===== src/logic/rie_pkg.sv =====
// package: register map, event bit layout and command fields of the terminal-2 interrupt event block
package rie_pkg;
  // bus geometry
  localparam int ADDR_W = 8;
  localparam int DATA_W = 32;
  localparam int REG_W = 16;

  // word indices of the shared registers; byte address is four times the index
  localparam logic [5:0] IDX_IRQ_ENABLE = 6'h12;
  localparam logic [5:0] IDX_IRQ_PENDING = 6'h09;
  localparam logic [5:0] IDX_IRQ_OUTPUT_ENABLE = 6'h16;
  localparam logic [5:0] IDX_T2_CONFIG = 6'h20;

  // register byte offsets; table words differ in address bit 2
  localparam logic [7:0] OFS_IRQ_ENABLE = {IDX_IRQ_ENABLE, 2'h0};
  localparam logic [7:0] OFS_IRQ_PENDING = {IDX_IRQ_PENDING, 2'h0};
  localparam logic [7:0] OFS_IRQ_OUTPUT_ENABLE = {IDX_IRQ_OUTPUT_ENABLE, 2'h0};
  localparam logic [7:0] OFS_T2_CONFIG = {IDX_T2_CONFIG, 2'h0};
  localparam logic [7:0] OFS_CIRC_PRESET = 8'h04;
  localparam logic [7:0] OFS_EVENT_STATUS = 8'h08;
  localparam logic [7:0] OFS_EVENT_MASK = 8'h0C;
  localparam logic [7:0] OFS_ILLEGAL_TABLE0 = 8'h10;
  localparam logic [7:0] OFS_ILLEGAL_TABLE1 = 8'h14;

  // shared event bit positions
  localparam int BIT_RESET_MODE_CMD = 15;
  localparam int BIT_INDEX_ZERO = 14;
  localparam int BIT_ILLEGAL_CMD = 13;
  localparam int BIT_BCAST_RECEIVED = 12;
  localparam logic [15:0] REG_WRITABLE_MASK = 16'hFDFF;

  // configuration fields
  localparam int CFG_AUTO_RESET_BIT = 0;
  localparam int CFG_BCAST_ENABLE_BIT = 1;
  localparam logic [1:0] CFG_WRITABLE_MASK = 2'h3;

  // reset values
  localparam logic [15:0] RST_REG16 = 16'h0000;
  localparam logic [1:0] RST_CONFIG = 2'h0;
  localparam logic [7:0] RST_PRESET = 8'h00;

  // command word decode
  localparam logic [4:0] BCAST_ADDR = 5'h1F;
  localparam logic [4:0] MODE_SA_LOW = 5'h00;
  localparam logic [4:0] MODE_SA_HIGH = 5'h1F;
  localparam logic [4:0] MODE_CODE_RESET = 5'h08;
  localparam logic [7:0] INDEX_LAST = 8'h01;

  // bus responses
  localparam logic [1:0] RESP_OKAY = 2'h0;
  localparam logic [1:0] RESP_SLVERR = 2'h2;

  // received command word
  typedef struct packed {
    logic [4:0] rt_addr;
    logic xmit;
    logic [4:0] subaddr;
    logic [4:0] count;
  } rie_cmd_t;

  // write request for one word of the illegalization table
  typedef struct packed {
    logic wr_en;
    logic wr_idx;
    logic [31:0] wr_data;
    logic [3:0] wr_strb;
  } rie_tbl_wr_t;
endpackage : rie_pkg


===== src/logic/rie_illegal_table.sv =====
// illegalization table: two words of command-illegal bits, registered bus and lookup reads
`timescale 1ns/10ps
module rie_illegal_table (
  // clock and reset
  input wire logic clk_in,
  input wire logic rst_in,
  // bus side
  input wire rie_pkg::rie_tbl_wr_t wr_in,
  input wire logic rd_idx_in,
  output logic [31:0] rd_data_out,
  // command lookup, {xmit, subaddr}
  input wire logic [5:0] look_idx_in,
  output logic illegal_out
);
  logic [31:0] mem_q [2];
  logic [31:0] mem_d [2];
  logic [31:0] rd_data_d;
  logic illegal_d;

  always_comb begin
    mem_d = mem_q;
    for (int b = 0; b < 4; b++) begin
      if (wr_in.wr_en && wr_in.wr_strb[b]) begin
        mem_d[wr_in.wr_idx][b*8 +: 8] = wr_in.wr_data[b*8 +: 8];
      end
    end
    rd_data_d = mem_q[rd_idx_in];
    // a one marks the command illegal, zero legal
    illegal_d = mem_q[look_idx_in[5]][look_idx_in[4:0]];
  end

  always_ff @(posedge clk_in or posedge rst_in) begin
    if (rst_in) begin
      mem_q[0] <= 32'h0000_0000;
      mem_q[1] <= 32'h0000_0000;
      rd_data_out <= 32'h0000_0000;
      illegal_out <= 1'b0;
    end else begin
      mem_q <= mem_d;
      rd_data_out <= rd_data_d;
      illegal_out <= illegal_d;
    end
  end
endmodule : rie_illegal_table


===== src/logic/rie_event_bits.sv =====
// terminal-2 interrupt event bits with pending, enable, output-enable registers over axi4-lite
`timescale 1ns/10ps
module rie_event_bits (
  // clock and reset
  input wire logic CLK_IN,
  input wire logic RST_IN,
  // axi4-lite write address
  input wire logic S_AXI_AWVALID_IN,
  output logic S_AXI_AWREADY_OUT,
  input wire logic [7:0] S_AXI_AWADDR_IN,
  input wire logic [2:0] S_AXI_AWPROT_IN,
  // axi4-lite write data
  input wire logic S_AXI_WVALID_IN,
  output logic S_AXI_WREADY_OUT,
  input wire logic [31:0] S_AXI_WDATA_IN,
  input wire logic [3:0] S_AXI_WSTRB_IN,
  // axi4-lite write response
  output logic S_AXI_BVALID_OUT,
  input wire logic S_AXI_BREADY_IN,
  output logic [1:0] S_AXI_BRESP_OUT,
  // axi4-lite read address
  input wire logic S_AXI_ARVALID_IN,
  output logic S_AXI_ARREADY_OUT,
  input wire logic [7:0] S_AXI_ARADDR_IN,
  input wire logic [2:0] S_AXI_ARPROT_IN,
  // axi4-lite read data
  output logic S_AXI_RVALID_OUT,
  input wire logic S_AXI_RREADY_IN,
  output logic [31:0] S_AXI_RDATA_OUT,
  output logic [1:0] S_AXI_RRESP_OUT,
  // terminal-2 message engine
  input wire logic [4:0] T2_ADDR_IN,
  input wire logic CMD_VALID_IN,
  input wire logic [15:0] CMD_WORD_IN,
  input wire logic MSG_DONE_IN,
  // buffer index tracking
  input wire logic BUF_STEP_IN,
  input wire logic BUF_CIRC_IN,
  input wire logic [7:0] BUF_INDEX_IN,
  // terminal reset requests
  output logic T1_RESET_MODE_CMD_REQUEST_OUT,
  output logic T2_RESET_MODE_CMD_REQUEST_OUT,
  output logic T2_AUTO_RESET_OUT,
  // status response control
  output logic T2_ME_RESPONSE_OUT,
  // interrupt log and host interrupts
  output logic LOG_WR_OUT,
  output logic [15:0] LOG_WORD_OUT,
  output logic IRQ_N_OUT,
  output logic INT_OUT
);
  // bus slave state
  logic aw_have_q, aw_have_d;
  logic w_have_q, w_have_d;
  logic awready_q, awready_d;
  logic wready_q, wready_d;
  logic [7:0] awaddr_q, awaddr_d;
  logic [31:0] wdata_q, wdata_d;
  logic [3:0] wstrb_q, wstrb_d;
  logic bvalid_q, bvalid_d;
  logic [1:0] bresp_q, bresp_d;
  logic arready_q, arready_d;
  logic rd_pend_q, rd_pend_d;
  logic [7:0] rd_addr_q, rd_addr_d;
  logic rvalid_q, rvalid_d;
  logic [31:0] rdata_q, rdata_d;
  logic [1:0] rresp_q, rresp_d;
  logic do_write;
  logic aw_hs;
  logic w_hs;
  logic rd_clr;
  logic [15:0] w16;
  logic [15:0] w1c;
  rie_pkg::rie_tbl_wr_t tbl_wr;
  logic [31:0] tbl_rd_data;

  // register state
  logic [15:0] enable_q, enable_d;
  logic [15:0] pending_q, pending_d;
  logic [15:0] outen_q, outen_d;
  logic [1:0] config_q, config_d;
  logic [7:0] preset_q, preset_d;
  logic [15:0] status_q, status_d;
  logic [15:0] mask_q, mask_d;

  // event state
  rie_pkg::rie_cmd_t cmd_in;
  rie_pkg::rie_cmd_t cmd_q, cmd_d;
  logic cmd_v_q, cmd_v_d;
  logic illegal;
  logic [7:0] circ_cnt_q, circ_cnt_d;
  logic msg_hit_q, msg_hit_d;
  logic irq_n_q, irq_n_d;
  logic int_q, int_d;
  logic t1_req_q, t1_req_d;
  logic t2_req_q, t2_req_d;
  logic auto_q, auto_d;
  logic me_q, me_d;
  logic log_wr_q, log_wr_d;
  logic [15:0] log_word_q, log_word_d;
  logic to_t2, bcast, bcast_ok, accepted, mode8;
  logic [15:0] ev_raw, ev_en;

  assign cmd_in = rie_pkg::rie_cmd_t'(CMD_WORD_IN);

  // table lookup is registered, so the command is held one cycle to meet it
  rie_illegal_table u_table (
    .clk_in(CLK_IN),
    .rst_in(RST_IN),
    .wr_in(tbl_wr),
    .rd_idx_in(S_AXI_ARADDR_IN[2]),
    .rd_data_out(tbl_rd_data),
    .look_idx_in({cmd_in.xmit, cmd_in.subaddr}),
    .illegal_out(illegal)
  );

  // command decode and events
  always_comb begin
    cmd_d = cmd_in;
    cmd_v_d = CMD_VALID_IN;
    to_t2 = (cmd_q.rt_addr == T2_ADDR_IN);
    bcast = (cmd_q.rt_addr == rie_pkg::BCAST_ADDR);
    bcast_ok = bcast && config_q[rie_pkg::CFG_BCAST_ENABLE_BIT];
    accepted = cmd_v_q && (to_t2 || bcast_ok);
    mode8 = cmd_q.xmit && (cmd_q.count == rie_pkg::MODE_CODE_RESET) &&
      (cmd_q.subaddr == rie_pkg::MODE_SA_LOW || cmd_q.subaddr == rie_pkg::MODE_SA_HIGH);
    ev_raw = 16'h0000;
    ev_raw[rie_pkg::BIT_RESET_MODE_CMD] = accepted && mode8 && !illegal;
    ev_raw[rie_pkg::BIT_ILLEGAL_CMD] = accepted && illegal;
    ev_raw[rie_pkg::BIT_BCAST_RECEIVED] = cmd_v_q && bcast_ok;
    circ_cnt_d = circ_cnt_q;
    if (BUF_STEP_IN && !BUF_CIRC_IN && BUF_INDEX_IN == rie_pkg::INDEX_LAST) begin
      ev_raw[rie_pkg::BIT_INDEX_ZERO] = 1'b1;
    end
    // preset of zero never fires, the count just stays put
    if (BUF_STEP_IN && BUF_CIRC_IN && preset_q != rie_pkg::RST_PRESET) begin
      if (circ_cnt_q + 8'h01 == preset_q) begin
        ev_raw[rie_pkg::BIT_INDEX_ZERO] = 1'b1;
        circ_cnt_d = 8'h00;
      end else begin
        circ_cnt_d = circ_cnt_q + 8'h01;
      end
    end
    ev_en = ev_raw & enable_q;
    // reset pins ignore the enable bit; broadcast drives both terminals
    t2_req_d = ev_raw[rie_pkg::BIT_RESET_MODE_CMD];
    t1_req_d = ev_raw[rie_pkg::BIT_RESET_MODE_CMD] && bcast;
    auto_d = ev_raw[rie_pkg::BIT_RESET_MODE_CMD] && config_q[rie_pkg::CFG_AUTO_RESET_BIT];
    // broadcast gets no status word, so only addressed commands answer
    me_d = ev_raw[rie_pkg::BIT_ILLEGAL_CMD] && to_t2 && !bcast;
  end

  // bus slave next state
  always_comb begin
    aw_hs = S_AXI_AWVALID_IN && awready_q;
    w_hs = S_AXI_WVALID_IN && wready_q;
    do_write = aw_have_q && w_have_q && !bvalid_q;
    awaddr_d = aw_hs ? S_AXI_AWADDR_IN : awaddr_q;
    wdata_d = w_hs ? S_AXI_WDATA_IN : wdata_q;
    wstrb_d = w_hs ? S_AXI_WSTRB_IN : wstrb_q;
    aw_have_d = do_write ? 1'b0 : (aw_have_q || aw_hs);
    w_have_d = do_write ? 1'b0 : (w_have_q || w_hs);
    awready_d = !aw_have_d;
    wready_d = !w_have_d;
    bvalid_d = bvalid_q;
    bresp_d = bresp_q;
    if (bvalid_q && S_AXI_BREADY_IN) begin
      bvalid_d = 1'b0;
    end
    if (do_write) begin
      bvalid_d = 1'b1;
      bresp_d = rie_pkg::RESP_SLVERR;
      case (awaddr_q)
        rie_pkg::OFS_IRQ_ENABLE, rie_pkg::OFS_IRQ_PENDING, rie_pkg::OFS_IRQ_OUTPUT_ENABLE,
        rie_pkg::OFS_T2_CONFIG, rie_pkg::OFS_CIRC_PRESET, rie_pkg::OFS_EVENT_STATUS,
        rie_pkg::OFS_EVENT_MASK, rie_pkg::OFS_ILLEGAL_TABLE0, rie_pkg::OFS_ILLEGAL_TABLE1: begin
          bresp_d = rie_pkg::RESP_OKAY;
        end
        default: begin
          bresp_d = rie_pkg::RESP_SLVERR;
        end
      endcase
    end
    w16 = {wstrb_q[1] ? wdata_q[15:8] : 8'h00, wstrb_q[0] ? wdata_q[7:0] : 8'h00};
    w1c = do_write && awaddr_q == rie_pkg::OFS_EVENT_STATUS ? w16 : 16'h0000;
    tbl_wr.wr_en = do_write &&
      (awaddr_q == rie_pkg::OFS_ILLEGAL_TABLE0 || awaddr_q == rie_pkg::OFS_ILLEGAL_TABLE1);
    tbl_wr.wr_idx = awaddr_q[2];
    tbl_wr.wr_data = wdata_q;
    tbl_wr.wr_strb = wstrb_q;
    rd_pend_d = 1'b0;
    rd_addr_d = rd_addr_q;
    rvalid_d = rvalid_q;
    rdata_d = rdata_q;
    rresp_d = rresp_q;
    if (S_AXI_ARVALID_IN && arready_q) begin
      rd_pend_d = 1'b1;
      rd_addr_d = S_AXI_ARADDR_IN;
    end
    if (rvalid_q && S_AXI_RREADY_IN) begin
      rvalid_d = 1'b0;
    end
    rd_clr = rd_pend_q && rd_addr_q == rie_pkg::OFS_IRQ_PENDING;
    if (rd_pend_q) begin
      rvalid_d = 1'b1;
      rresp_d = rie_pkg::RESP_OKAY;
      case (rd_addr_q)
        rie_pkg::OFS_IRQ_ENABLE: rdata_d = {16'h0000, enable_q};
        rie_pkg::OFS_IRQ_PENDING: rdata_d = {16'h0000, pending_q};
        rie_pkg::OFS_IRQ_OUTPUT_ENABLE: rdata_d = {16'h0000, outen_q};
        rie_pkg::OFS_T2_CONFIG: rdata_d = {30'h0000_0000, config_q};
        rie_pkg::OFS_CIRC_PRESET: rdata_d = {24'h00_0000, preset_q};
        rie_pkg::OFS_EVENT_STATUS: rdata_d = {16'h0000, status_q};
        rie_pkg::OFS_EVENT_MASK: rdata_d = {16'h0000, mask_q};
        rie_pkg::OFS_ILLEGAL_TABLE0, rie_pkg::OFS_ILLEGAL_TABLE1: rdata_d = tbl_rd_data;
        default: begin
          rdata_d = 32'h0000_0000;
          rresp_d = rie_pkg::RESP_SLVERR;
        end
      endcase
    end
    arready_d = !rd_pend_d && !rvalid_d;
  end

  // register file and interrupt next state
  always_comb begin
    enable_d = enable_q;
    outen_d = outen_q;
    config_d = config_q;
    preset_d = preset_q;
    mask_d = mask_q;
    if (do_write) begin
      case (awaddr_q)
        rie_pkg::OFS_IRQ_ENABLE: enable_d = w16 & rie_pkg::REG_WRITABLE_MASK;
        rie_pkg::OFS_IRQ_OUTPUT_ENABLE: outen_d = w16 & rie_pkg::REG_WRITABLE_MASK;
        rie_pkg::OFS_T2_CONFIG: config_d = w16[1:0] & rie_pkg::CFG_WRITABLE_MASK;
        rie_pkg::OFS_CIRC_PRESET: preset_d = w16[7:0];
        rie_pkg::OFS_EVENT_MASK: mask_d = w16 & rie_pkg::REG_WRITABLE_MASK;
        default: begin
          enable_d = enable_q;
        end
      endcase
    end
    // a read clears pending, but an event in that cycle is kept
    pending_d = (rd_clr ? rie_pkg::RST_REG16 : pending_q) | ev_en;
    status_d = (status_q & ~w1c) | ev_raw;
    int_d = |(status_d & mask_q);
    log_wr_d = |ev_en;
    log_word_d = pending_d;
    // irq waits for message completion; host read of pending releases it
    msg_hit_d = (MSG_DONE_IN ? 1'b0 : msg_hit_q) || |(ev_en & outen_q);
    irq_n_d = irq_n_q;
    if (rd_clr) begin
      irq_n_d = 1'b1;
    end
    if (MSG_DONE_IN && (msg_hit_q || |(ev_en & outen_q))) begin
      irq_n_d = 1'b0;
    end
  end

  always_ff @(posedge CLK_IN or posedge RST_IN) begin
    if (RST_IN) begin
      aw_have_q <= 1'b0;
      w_have_q <= 1'b0;
      awready_q <= 1'b0;
      wready_q <= 1'b0;
      awaddr_q <= 8'h00;
      wdata_q <= 32'h0000_0000;
      wstrb_q <= 4'h0;
      bvalid_q <= 1'b0;
      bresp_q <= 2'h0;
      arready_q <= 1'b0;
      rd_pend_q <= 1'b0;
      rd_addr_q <= 8'h00;
      rvalid_q <= 1'b0;
      rdata_q <= 32'h0000_0000;
      rresp_q <= 2'h0;
      enable_q <= rie_pkg::RST_REG16;
      pending_q <= rie_pkg::RST_REG16;
      outen_q <= rie_pkg::RST_REG16;
      config_q <= rie_pkg::RST_CONFIG;
      preset_q <= rie_pkg::RST_PRESET;
      status_q <= rie_pkg::RST_REG16;
      mask_q <= rie_pkg::RST_REG16;
      cmd_q <= '0;
      cmd_v_q <= 1'b0;
      circ_cnt_q <= 8'h00;
      msg_hit_q <= 1'b0;
      irq_n_q <= 1'b1;
      int_q <= 1'b0;
      t1_req_q <= 1'b0;
      t2_req_q <= 1'b0;
      auto_q <= 1'b0;
      me_q <= 1'b0;
      log_wr_q <= 1'b0;
      log_word_q <= rie_pkg::RST_REG16;
    end else begin
      aw_have_q <= aw_have_d;
      w_have_q <= w_have_d;
      awready_q <= awready_d;
      wready_q <= wready_d;
      awaddr_q <= awaddr_d;
      wdata_q <= wdata_d;
      wstrb_q <= wstrb_d;
      bvalid_q <= bvalid_d;
      bresp_q <= bresp_d;
      arready_q <= arready_d;
      rd_pend_q <= rd_pend_d;
      rd_addr_q <= rd_addr_d;
      rvalid_q <= rvalid_d;
      rdata_q <= rdata_d;
      rresp_q <= rresp_d;
      enable_q <= enable_d;
      pending_q <= pending_d;
      outen_q <= outen_d;
      config_q <= config_d;
      preset_q <= preset_d;
      status_q <= status_d;
      mask_q <= mask_d;
      cmd_q <= cmd_d;
      cmd_v_q <= cmd_v_d;
      circ_cnt_q <= circ_cnt_d;
      msg_hit_q <= msg_hit_d;
      irq_n_q <= irq_n_d;
      int_q <= int_d;
      t1_req_q <= t1_req_d;
      t2_req_q <= t2_req_d;
      auto_q <= auto_d;
      me_q <= me_d;
      log_wr_q <= log_wr_d;
      log_word_q <= log_word_d;
    end
  end

  // outputs straight from flops
  assign S_AXI_AWREADY_OUT = awready_q;
  assign S_AXI_WREADY_OUT = wready_q;
  assign S_AXI_BVALID_OUT = bvalid_q;
  assign S_AXI_BRESP_OUT = bresp_q;
  assign S_AXI_ARREADY_OUT = arready_q;
  assign S_AXI_RVALID_OUT = rvalid_q;
  assign S_AXI_RDATA_OUT = rdata_q;
  assign S_AXI_RRESP_OUT = rresp_q;
  assign T1_RESET_MODE_CMD_REQUEST_OUT = t1_req_q;
  assign T2_RESET_MODE_CMD_REQUEST_OUT = t2_req_q;
  assign T2_AUTO_RESET_OUT = auto_q;
  assign T2_ME_RESPONSE_OUT = me_q;
  assign LOG_WR_OUT = log_wr_q;
  assign LOG_WORD_OUT = log_word_q;
  assign IRQ_N_OUT = irq_n_q;
  assign INT_OUT = int_q;
endmodule : rie_event_bits


===== config.mk =====
export PLATFORM = sky130hd
export DESIGN_NAME = rie_event_bits
export DESIGN_NICKNAME = d
export VERILOG_FILES = /design/src/logic/rie_pkg.sv /design/src/logic/rie_illegal_table.sv /design/src/logic/rie_event_bits.sv
export SDC_FILE = /design/constraint.sdc
export NUM_CORES = 1
export LEC_CHECK = 0
export ABC_AREA = 0
export BUFFER_PORTS_ARGS = -buffer_cell sky130_fd_sc_hd__buf_2
export CAP_MARGIN = 15
export CORE_UTILIZATION = 50
export CTS_CLUSTER_DIAMETER = 40
export DETAILED_ROUTE_END_ITERATION = 10
export PLACE_DENSITY_LB_ADDON = 0.12
export SLEW_MARGIN = 20
export SYNTH_ARGS = -nofsm -noshare
export SYNTH_HDL_FRONTEND = slang
export SYNTH_HIERARCHICAL = 1
export SYNTH_SLANG_ARGS = --single-unit

===== constraint.sdc =====
create_clock -name CLK_IN -period 6.05 [get_ports CLK_IN]
set_input_delay 0.605 -clock CLK_IN [delete_from_list [all_inputs] [get_ports CLK_IN]]
set_output_delay 0.605 -clock CLK_IN [all_outputs]
set_load 0.1 [all_outputs]

==> metrics.yaml, run 1 <==
critical_path:
  crit_path_frequent_cell: "nand2_1"
  critical_path_class: "flip-flop to flip-flop"
  cp_max_fo: 8
  reg2reg_depth: 6
  max_stage_delay_ps: 760
  critPathCaptureType: "flip-flop"
  reg2reg_setup_slack_ps: 3130
  required_ps: 6450
  critPathLaunchType: "flip-flop"
  reg2reg_to: "u_table/mem_q[32]$_DFFE_PP0P_"
  cp_cell_sequence: "nor3_2 > nand2_1 > nor4_2 > nor2b_1 > nand2_1 > mux2_2"
  r2r-start: "awaddr_q[0]$_DFFE_PP0P_"
  critPathSlowestCell: "nor4_2"
  critPathArrivalTime_ps: 3320
timing:
  hold_viol_final: 0
  rsz0062_at_grt: "no"
  period_needed_ps: 2920
  period_share_pct: 48.3
  slew_headroom_pct: 23.8
  fin_worst_skew_ps: 15.4
  finalSetupViolations: 0
  finalMaxSlewViolations: 0
  final.setup.worst_slack_ps: 3130
  fmax_ghz: 0.342
  fin_setup_tns_ps: 0
  tightest_slew_ps: 1130
clock_network:
  cts_buffer_depth: 3
  post-cts-setup-buffers: 0
  post_cts_resized: 0
  cts_tree: "done"
  ctsHoldBuffers: 0
  clkSlewWorstSetupHoldPaths_ps: 60
  clock_sinks: 299
  numCtsBuffers: 40
  root_buffer: "clkbuf_16"
  htree_levels: 2
  clk_latency_ps: 530
job:
  maxCapViolCount: 0
synthesis:
  synth_seq_cells: 299
  ys_async_sr_fraction_pct: 100
  yosysSeqAreaShare_pct: 56.8
  synthCells: 1080
  synth_area_leaders: "dfrtp_1 57%, mux2_2 13%, o21ai_0 3.2%"
  synth_top_area_share_pct: 56.6
  synthFlopType: "dfrtp_1"
  yosys_warnings: 6
  synth_area_um2: 13200
  synth-edff-count: 0
  post_synth_num_cell_types: 68
  avgSynthCellArea_um2: 12.2
  yosysTopAreaCell: "dfrtp_1"
routing:
  dr.pass1.iters: 7
  wire_per_inst_um: 19.5
  initialDrtViolationCount: 579
  vias: 8791
  ant_nets: 0
  vias_per_cell: 5.55
  routed_wl_mm: 30.8
  drcViolationCount: 0
floorplanning:
  ios: 162
  die_x_um: 164
  std_cell_rows: 59
  die-height_um: 164
  core_area_um2: 25900
  initial_core_util_pct: 50.8
  fp.dieArea_um2: 27000
cells_and_area:
  diodes: 0
  nets: 1317
  area_growth_pct: 17.5
  drive_above_1_share_pct: 32.2
outcome:
  status: "finished clean"
grt:
  grt_pass1_wl_mm: 49.2
  grt_usage_pct: 24.0
  antenna_found_initial: 0
  grt_pass1_vias: 8718
  grt_max_degree: 172
  grt-ovfl-total: 0
placement:
  finalWeightedCongestion: 0.800
  portBuffers: 141
  place_hpwl_mm: 21.2
  dp_slack_ps: 3170
worst_hold_path:
  holdPathStages: 1
  min_to: "cmd_q[4]$_DFF_PP0_"
  holdCritStartpoint: "CMD_WORD_IN[4]"
  hold_class: "input port to flip-flop"
power:
  vdd_drop_max_v: 0.000335
  cellPowerDensity_nw_per_um2: 412
  total_power_mw: 6.37
  p_leak_nw: 7.29
cells in the final DEF, fill, tap and decap left out, drive strengths merged, types with 13 or more instances in the layout:
cell    instances
a221oi         15
a22o           13
and2           14
buf           150
clkbuf         48
conb           14
dfrtp         298
inv            59
mux2          153
mux2i          28
mux4           16
nand2          96
nand3          39
nor2           20
nor2b          13
o21a           14
o21ai          91
o22ai          22
report_power, final:
group / internal [mW] / total (mW) / switching, mW
clock network: 1.50 / 2.40 / 0.900
logic: 0.466 / 1.19 / 0.723
registers: 2.35 / 2.78 / 0.427
total: 4.32 / 6.37 / 2.05
critical path: cells and delay by family, from the launching register on:
kind | cells | cell delay, ps
flops | 1 | 400
simple gates | 5 | 2010
mux | 1 | 390
metrics by stage:
stage	std cells	util [%]	cell area [um2]	hold slack (ps)
final	1584	59.7	15500	192
after global routing	1584	59.7	15500	166
after CTS	1584	59.7	15500	178
after detailed placement	1511	54.3	14100	471
after global placement	1511	54.3	14100	458
after floorplan	1093	-	13200	450
how the worst max path moves through the flow:
stage                                        from                            end  slack [ps]  depth (start not counted)
after detailed placement  awaddr_q[0]$_DFFE_PP0P_  u_table/mem_q[32]$_DFFE_PP0P_        3170                          6
final                     awaddr_q[0]$_DFFE_PP0P_  u_table/mem_q[32]$_DFFE_PP0P_        3130                          6
after CTS                 awaddr_q[0]$_DFFE_PP0P_  u_table/mem_q[32]$_DFFE_PP0P_        3160                          6
after global routing      awaddr_q[0]$_DFFE_PP0P_  u_table/mem_q[37]$_DFFE_PP0P_        2980                          6
after floorplan                            RST_IN              INT_OUT$_DFF_PP0_        2830                          1
after global placement    awaddr_q[0]$_DFFE_PP0P_  u_table/mem_q[36]$_DFFE_PP0P_        3190                          6
cell families after synthesis:
kind of cell             Yosys count  share of synthesized area, %
AO/OA/AOI/OAI                    203                          10.1
XOR/XNOR                          13                         0.865
adder cells (fa/ha/maj)            1                        0.0950
buffers and inverters            122                          4.27
flip-flops                       299                          56.8
multiplexers                     197                          18.0
other                              1                        0.0285
AND/OR/NAND/NOR                  244                          9.75
state kept, by name, indices dropped and copies added (netlist names), 2 cells and up:
name	count
wstrb_q	4
outen_q	15
awaddr_q	8
config_q	2
u_table/rd_data_out	32
wdata_q	32
LOG_WORD_OUT	4
preset_q	8
u_table/mem_q	64
status_q	16
rd_addr_q	8
cmd_q	16
enable_q	15
S_AXI_RDATA_OUT	32
circ_cnt_q	8
mask_q	15
cell usage after synthesis (all sizes together) (3+ instances only):
library cell  instances
nand3                39
dfrtp               298
o211ai                5
clkbuf               32
nand4b                3
o21ai                91
nor2                 20
mux2i                28
a21oi                 7
o2bb2ai               9
mux2                153
nor4                 10
or4                   3
a21o                  3
xor2                  9
nand2b                4
buf                  35
nor2b                13
o21a                 14
and2                 14
inv                  55
nor3b                 3
nand2                96
a221o                 6
xnor2                 4
a22oi                 4
a22o                 13
o22ai                22
and3                  6
nor3                 12
nand4                 9
a221oi               15
mux4                 16
layout make-up:
cell class / instances / area (um2)
Inverter: 55 / 211
Timing Repair Buffer: 150 / 786
Fill cell: 2180 / 10400
Clock buffer: 48 / 1110
Multi-Input combinational cell: 672 / 5170
Clock inverter: 25 / 284
Sequential cell: 299 / 7480
Tap cell: 335 / 419
per-layer routing:
layer | routed length, um | GRT usage (%)
met5 | 0 | 0
met4 | 580 | 5.85
met3 | 1870 | 4.07
met2 | 13500 | 35.7
met1 | 14900 | 36.4
Power figures use the tool's default switching activity.
==> run 2: changes to the inputs <==
- clock period: 6.05 -> 2.6 ns (I/O delays scaled with it)
==> metrics.yaml, run 2 (synthesized netlist as in run 1, its figures left out) <==
grt:
  grt_usage_pct: 25.0  # +0.98 points
  antenna_found_initial: 0  # unchanged
  grt_max_degree: 134  # -22%
  grt_pass1_wl_mm: 51.5  # +4.6%
  grt_pass1_vias: 9277  # +6.4%
  grt-ovfl-total: 0  # unchanged
routing:
  routed_wl_mm: 32.6  # +5.6%
  wire_per_inst_um: 19.2  # -1.3%
  ant_nets: 0  # unchanged
  initialDrtViolationCount: 571  # -1.4%
  dr.pass1.iters: 5  # -2
  vias_per_cell: 5.48  # -1.2%
  drcViolationCount: 0  # unchanged
  vias: 9291  # +5.7%
cells_and_area:
  nets: 1423  # +8.0%
  area_growth_pct: 25.4
  fin_cells: 1694  # +6.9%
  final_cell_mix: "298 x dfrtp_1, 153 x mux2_2, 141 x buf_2"
  largest_register: "u_table/mem_q"
  drive_above_1_share_pct: 32.2  # +0.044 points
  largest_reg_flops: 64  # unchanged
  final_common_cell: "dfrtp_1"
  fillers: 2076  # -4.8%
  diodes: 0  # unchanged
  final_core_util_pct: 63.7  # +4.0 points
clock_network:
  htree_levels: 2  # unchanged
  clock_sinks: 299  # unchanged
  numCtsBuffers: 44  # +10%
  root_buffer: "clkbuf_16"
  cts_buffer_depth: 3  # unchanged
  post_cts_resized: 0  # unchanged
  clk_latency_ps: 540  # about the same
  clkSlewWorstSetupHoldPaths_ps: 60  # about the same
  cts_tree: "done"
power:
  clockPowerShare_pct: 38.1  # +0.4 points
  seq_power_share_pct: 41.4  # -2.2 points
  cellPowerDensity_nw_per_um2: 927  # +130%
  internal-power_mw: 10.3  # +140%
  swShare_pct: 32.5  # +0.29 points
  p_sw_mw: 4.97  # +140%
  p_leak_nw: 7.78  # +6.8%
  pwr-share-comb_pct: 20.5  # +1.8 points
  vdd_drop_max_v: 0.000606  # +81%
timing:
  period_needed_ps: 2310  # -613 ps
  rsz0062_at_grt: "no"
  period_share_pct: 88.8  # +41 points
  holdWs_ps: 29.5  # -162 ps
  hold_viol_final: 0  # unchanged
  finalSetupViolations: 0  # unchanged
  finalMaxSlewViolations: 0  # unchanged
  fin_worst_skew_ps: 22.2  # +6.74 ps
  slew_headroom_pct: 37.2  # +13 points
  tightest_slew_ps: 942  # -192 ps
  fmax_ghz: 0.433  # +27%
critical_path:
  required_ps: 3010  # -3440 ps
  max_stage_delay_ps: 510  # -250 ps
  reg2reg_setup_slack_ps: 290  # -2840 ps
  critPathLaunchType: "flip-flop"
  critPathSlowestCell: "and4bb_1"
  critPathCaptureType: "flip-flop"
  critPathArrivalTime_ps: 2720  # -600 ps
  critical_path_class: "flip-flop to flip-flop"
  cp_cell_sequence: "ha_1 > and3_1 > nand3_1 > xnor2_1 > and4bb_1 > nor2_4 > mux2_2"
  cp_max_fo: 10  # +2
floorplanning:
  die-height_um: 164  # unchanged
  ios: 162  # unchanged
  fp.dieArea_um2: 27000  # unchanged
  core_area_um2: 25900  # unchanged
  die_x_um: 164  # unchanged
  initial_core_util_pct: 50.8  # unchanged
  std_cell_rows: 59  # unchanged
worst_hold_path:
  hold_class: "input port to flip-flop"
placement:
  dpl.cell_count: 1545  # +2.3%
  place_hpwl_mm: 22.0  # +3.5%
  portBuffers: 141  # unchanged
  finalWeightedCongestion: 0.832  # +4.0%
job:
  maxCapViolCount: 0  # unchanged
outcome:
  status: "finished clean"
run 2: changes by cell type in the layout (fill, tap and decap cells not counted), sizes merged:
cell	delta
bufinv	-1
inv	+7
clkinv	-3
dlygate4sd3	+68
clkbuf	+5
buf	+34
run 2: area by class of cell:
type                       instances  area (um2)  area share, %
tap                              335         419           2.54
sequential                       299        7480           45.3
timing repair buffer             252        1760           10.7
clock buffer                      53        1180           7.12
clock inverter                    28         289           1.75
multi-input combinational        672        5170           31.3
inverter                          55         214           1.30
run 2: layer usage:
metal | up-vias | track usage [%] | routed length (um) | part of all wire (%)
met5 | - | 0 | 0 | 0
met4 | 0 | 8.08 | 781 | 2.4
met3 | 57 | 4.39 | 1910 | 5.9
met2 | 287 | 38.4 | 14700 | 45
met1 | 4581 | 35.9 | 15200 | 47
li1 | 4366 | - | - | -
run 2: worst max-delay path, delay by kind of cell, from the launching register on:
family | cells | cell delay [ps]
simple gates | 4 | 980
flops | 1 | 420
fa+ha+maj | 1 | 290
mux | 1 | 290
xor+xnor | 1 | 210
run 2: final timing paths:
path,start,endpoint,cells past startpoint
setup / recovery,circ_cnt_q[0]$_DFFE_PP0P_,circ_cnt_q[0]$_DFFE_PP0P_,7
hold / removal,CMD_WORD_IN[6],cmd_q[6]$_DFF_PP0_,1
setup reg to reg,circ_cnt_q[0]$_DFFE_PP0P_,circ_cnt_q[0]$_DFFE_PP0P_,7
hold reg to reg,u_table/rd_data_out[31]$_DFF_PP0_,S_AXI_RDATA_OUT[31]$_DFFE_PP0P_,2
max in group asynchronous,RST_IN,T1_RESET_MODE_CMD_REQUEST_OUT$_DFF_PP0_,4
min in group asynchronous,RST_IN,u_table/mem_q[57]$_DFFE_PP0P_,4
run 2: through the flow:
| stage | cell area (um2) | worst slack (ps) | setup TNS (ps) | total power, mW |
|---|---|---|---|---|
| floorplan | 13200 | -275 | -55370 | 8.44 |
| global placement | 14400 | 326 | 0 | 9.38 |
| detailed placement | 14400 | 279 | 0 | 9.46 |
| CTS | 16500 | 272 | 0 | 15.4 |
| global route | 16500 | 60.5 | 0 | 16.0 |
| finish | 16500 | 291 | 0 | 15.3 |
run 2: timing repair:
action / 4_1_cts / 5_1_grt
endpoints found under the hold margin: 234 / 0
buffers inserted: 0 / 0
hold buffers: 68 / 0
run 2: power groups by stage:
stage	logic [mW]	registers (mW)	clock network [mW]
CTS	3.16	6.32	5.96
global route	3.41	6.45	6.15
global placement	3.01	6.37	0
floorplan	1.97	6.47	0
finish	3.14	6.33	5.83
detailed placement	3.06	6.40	0
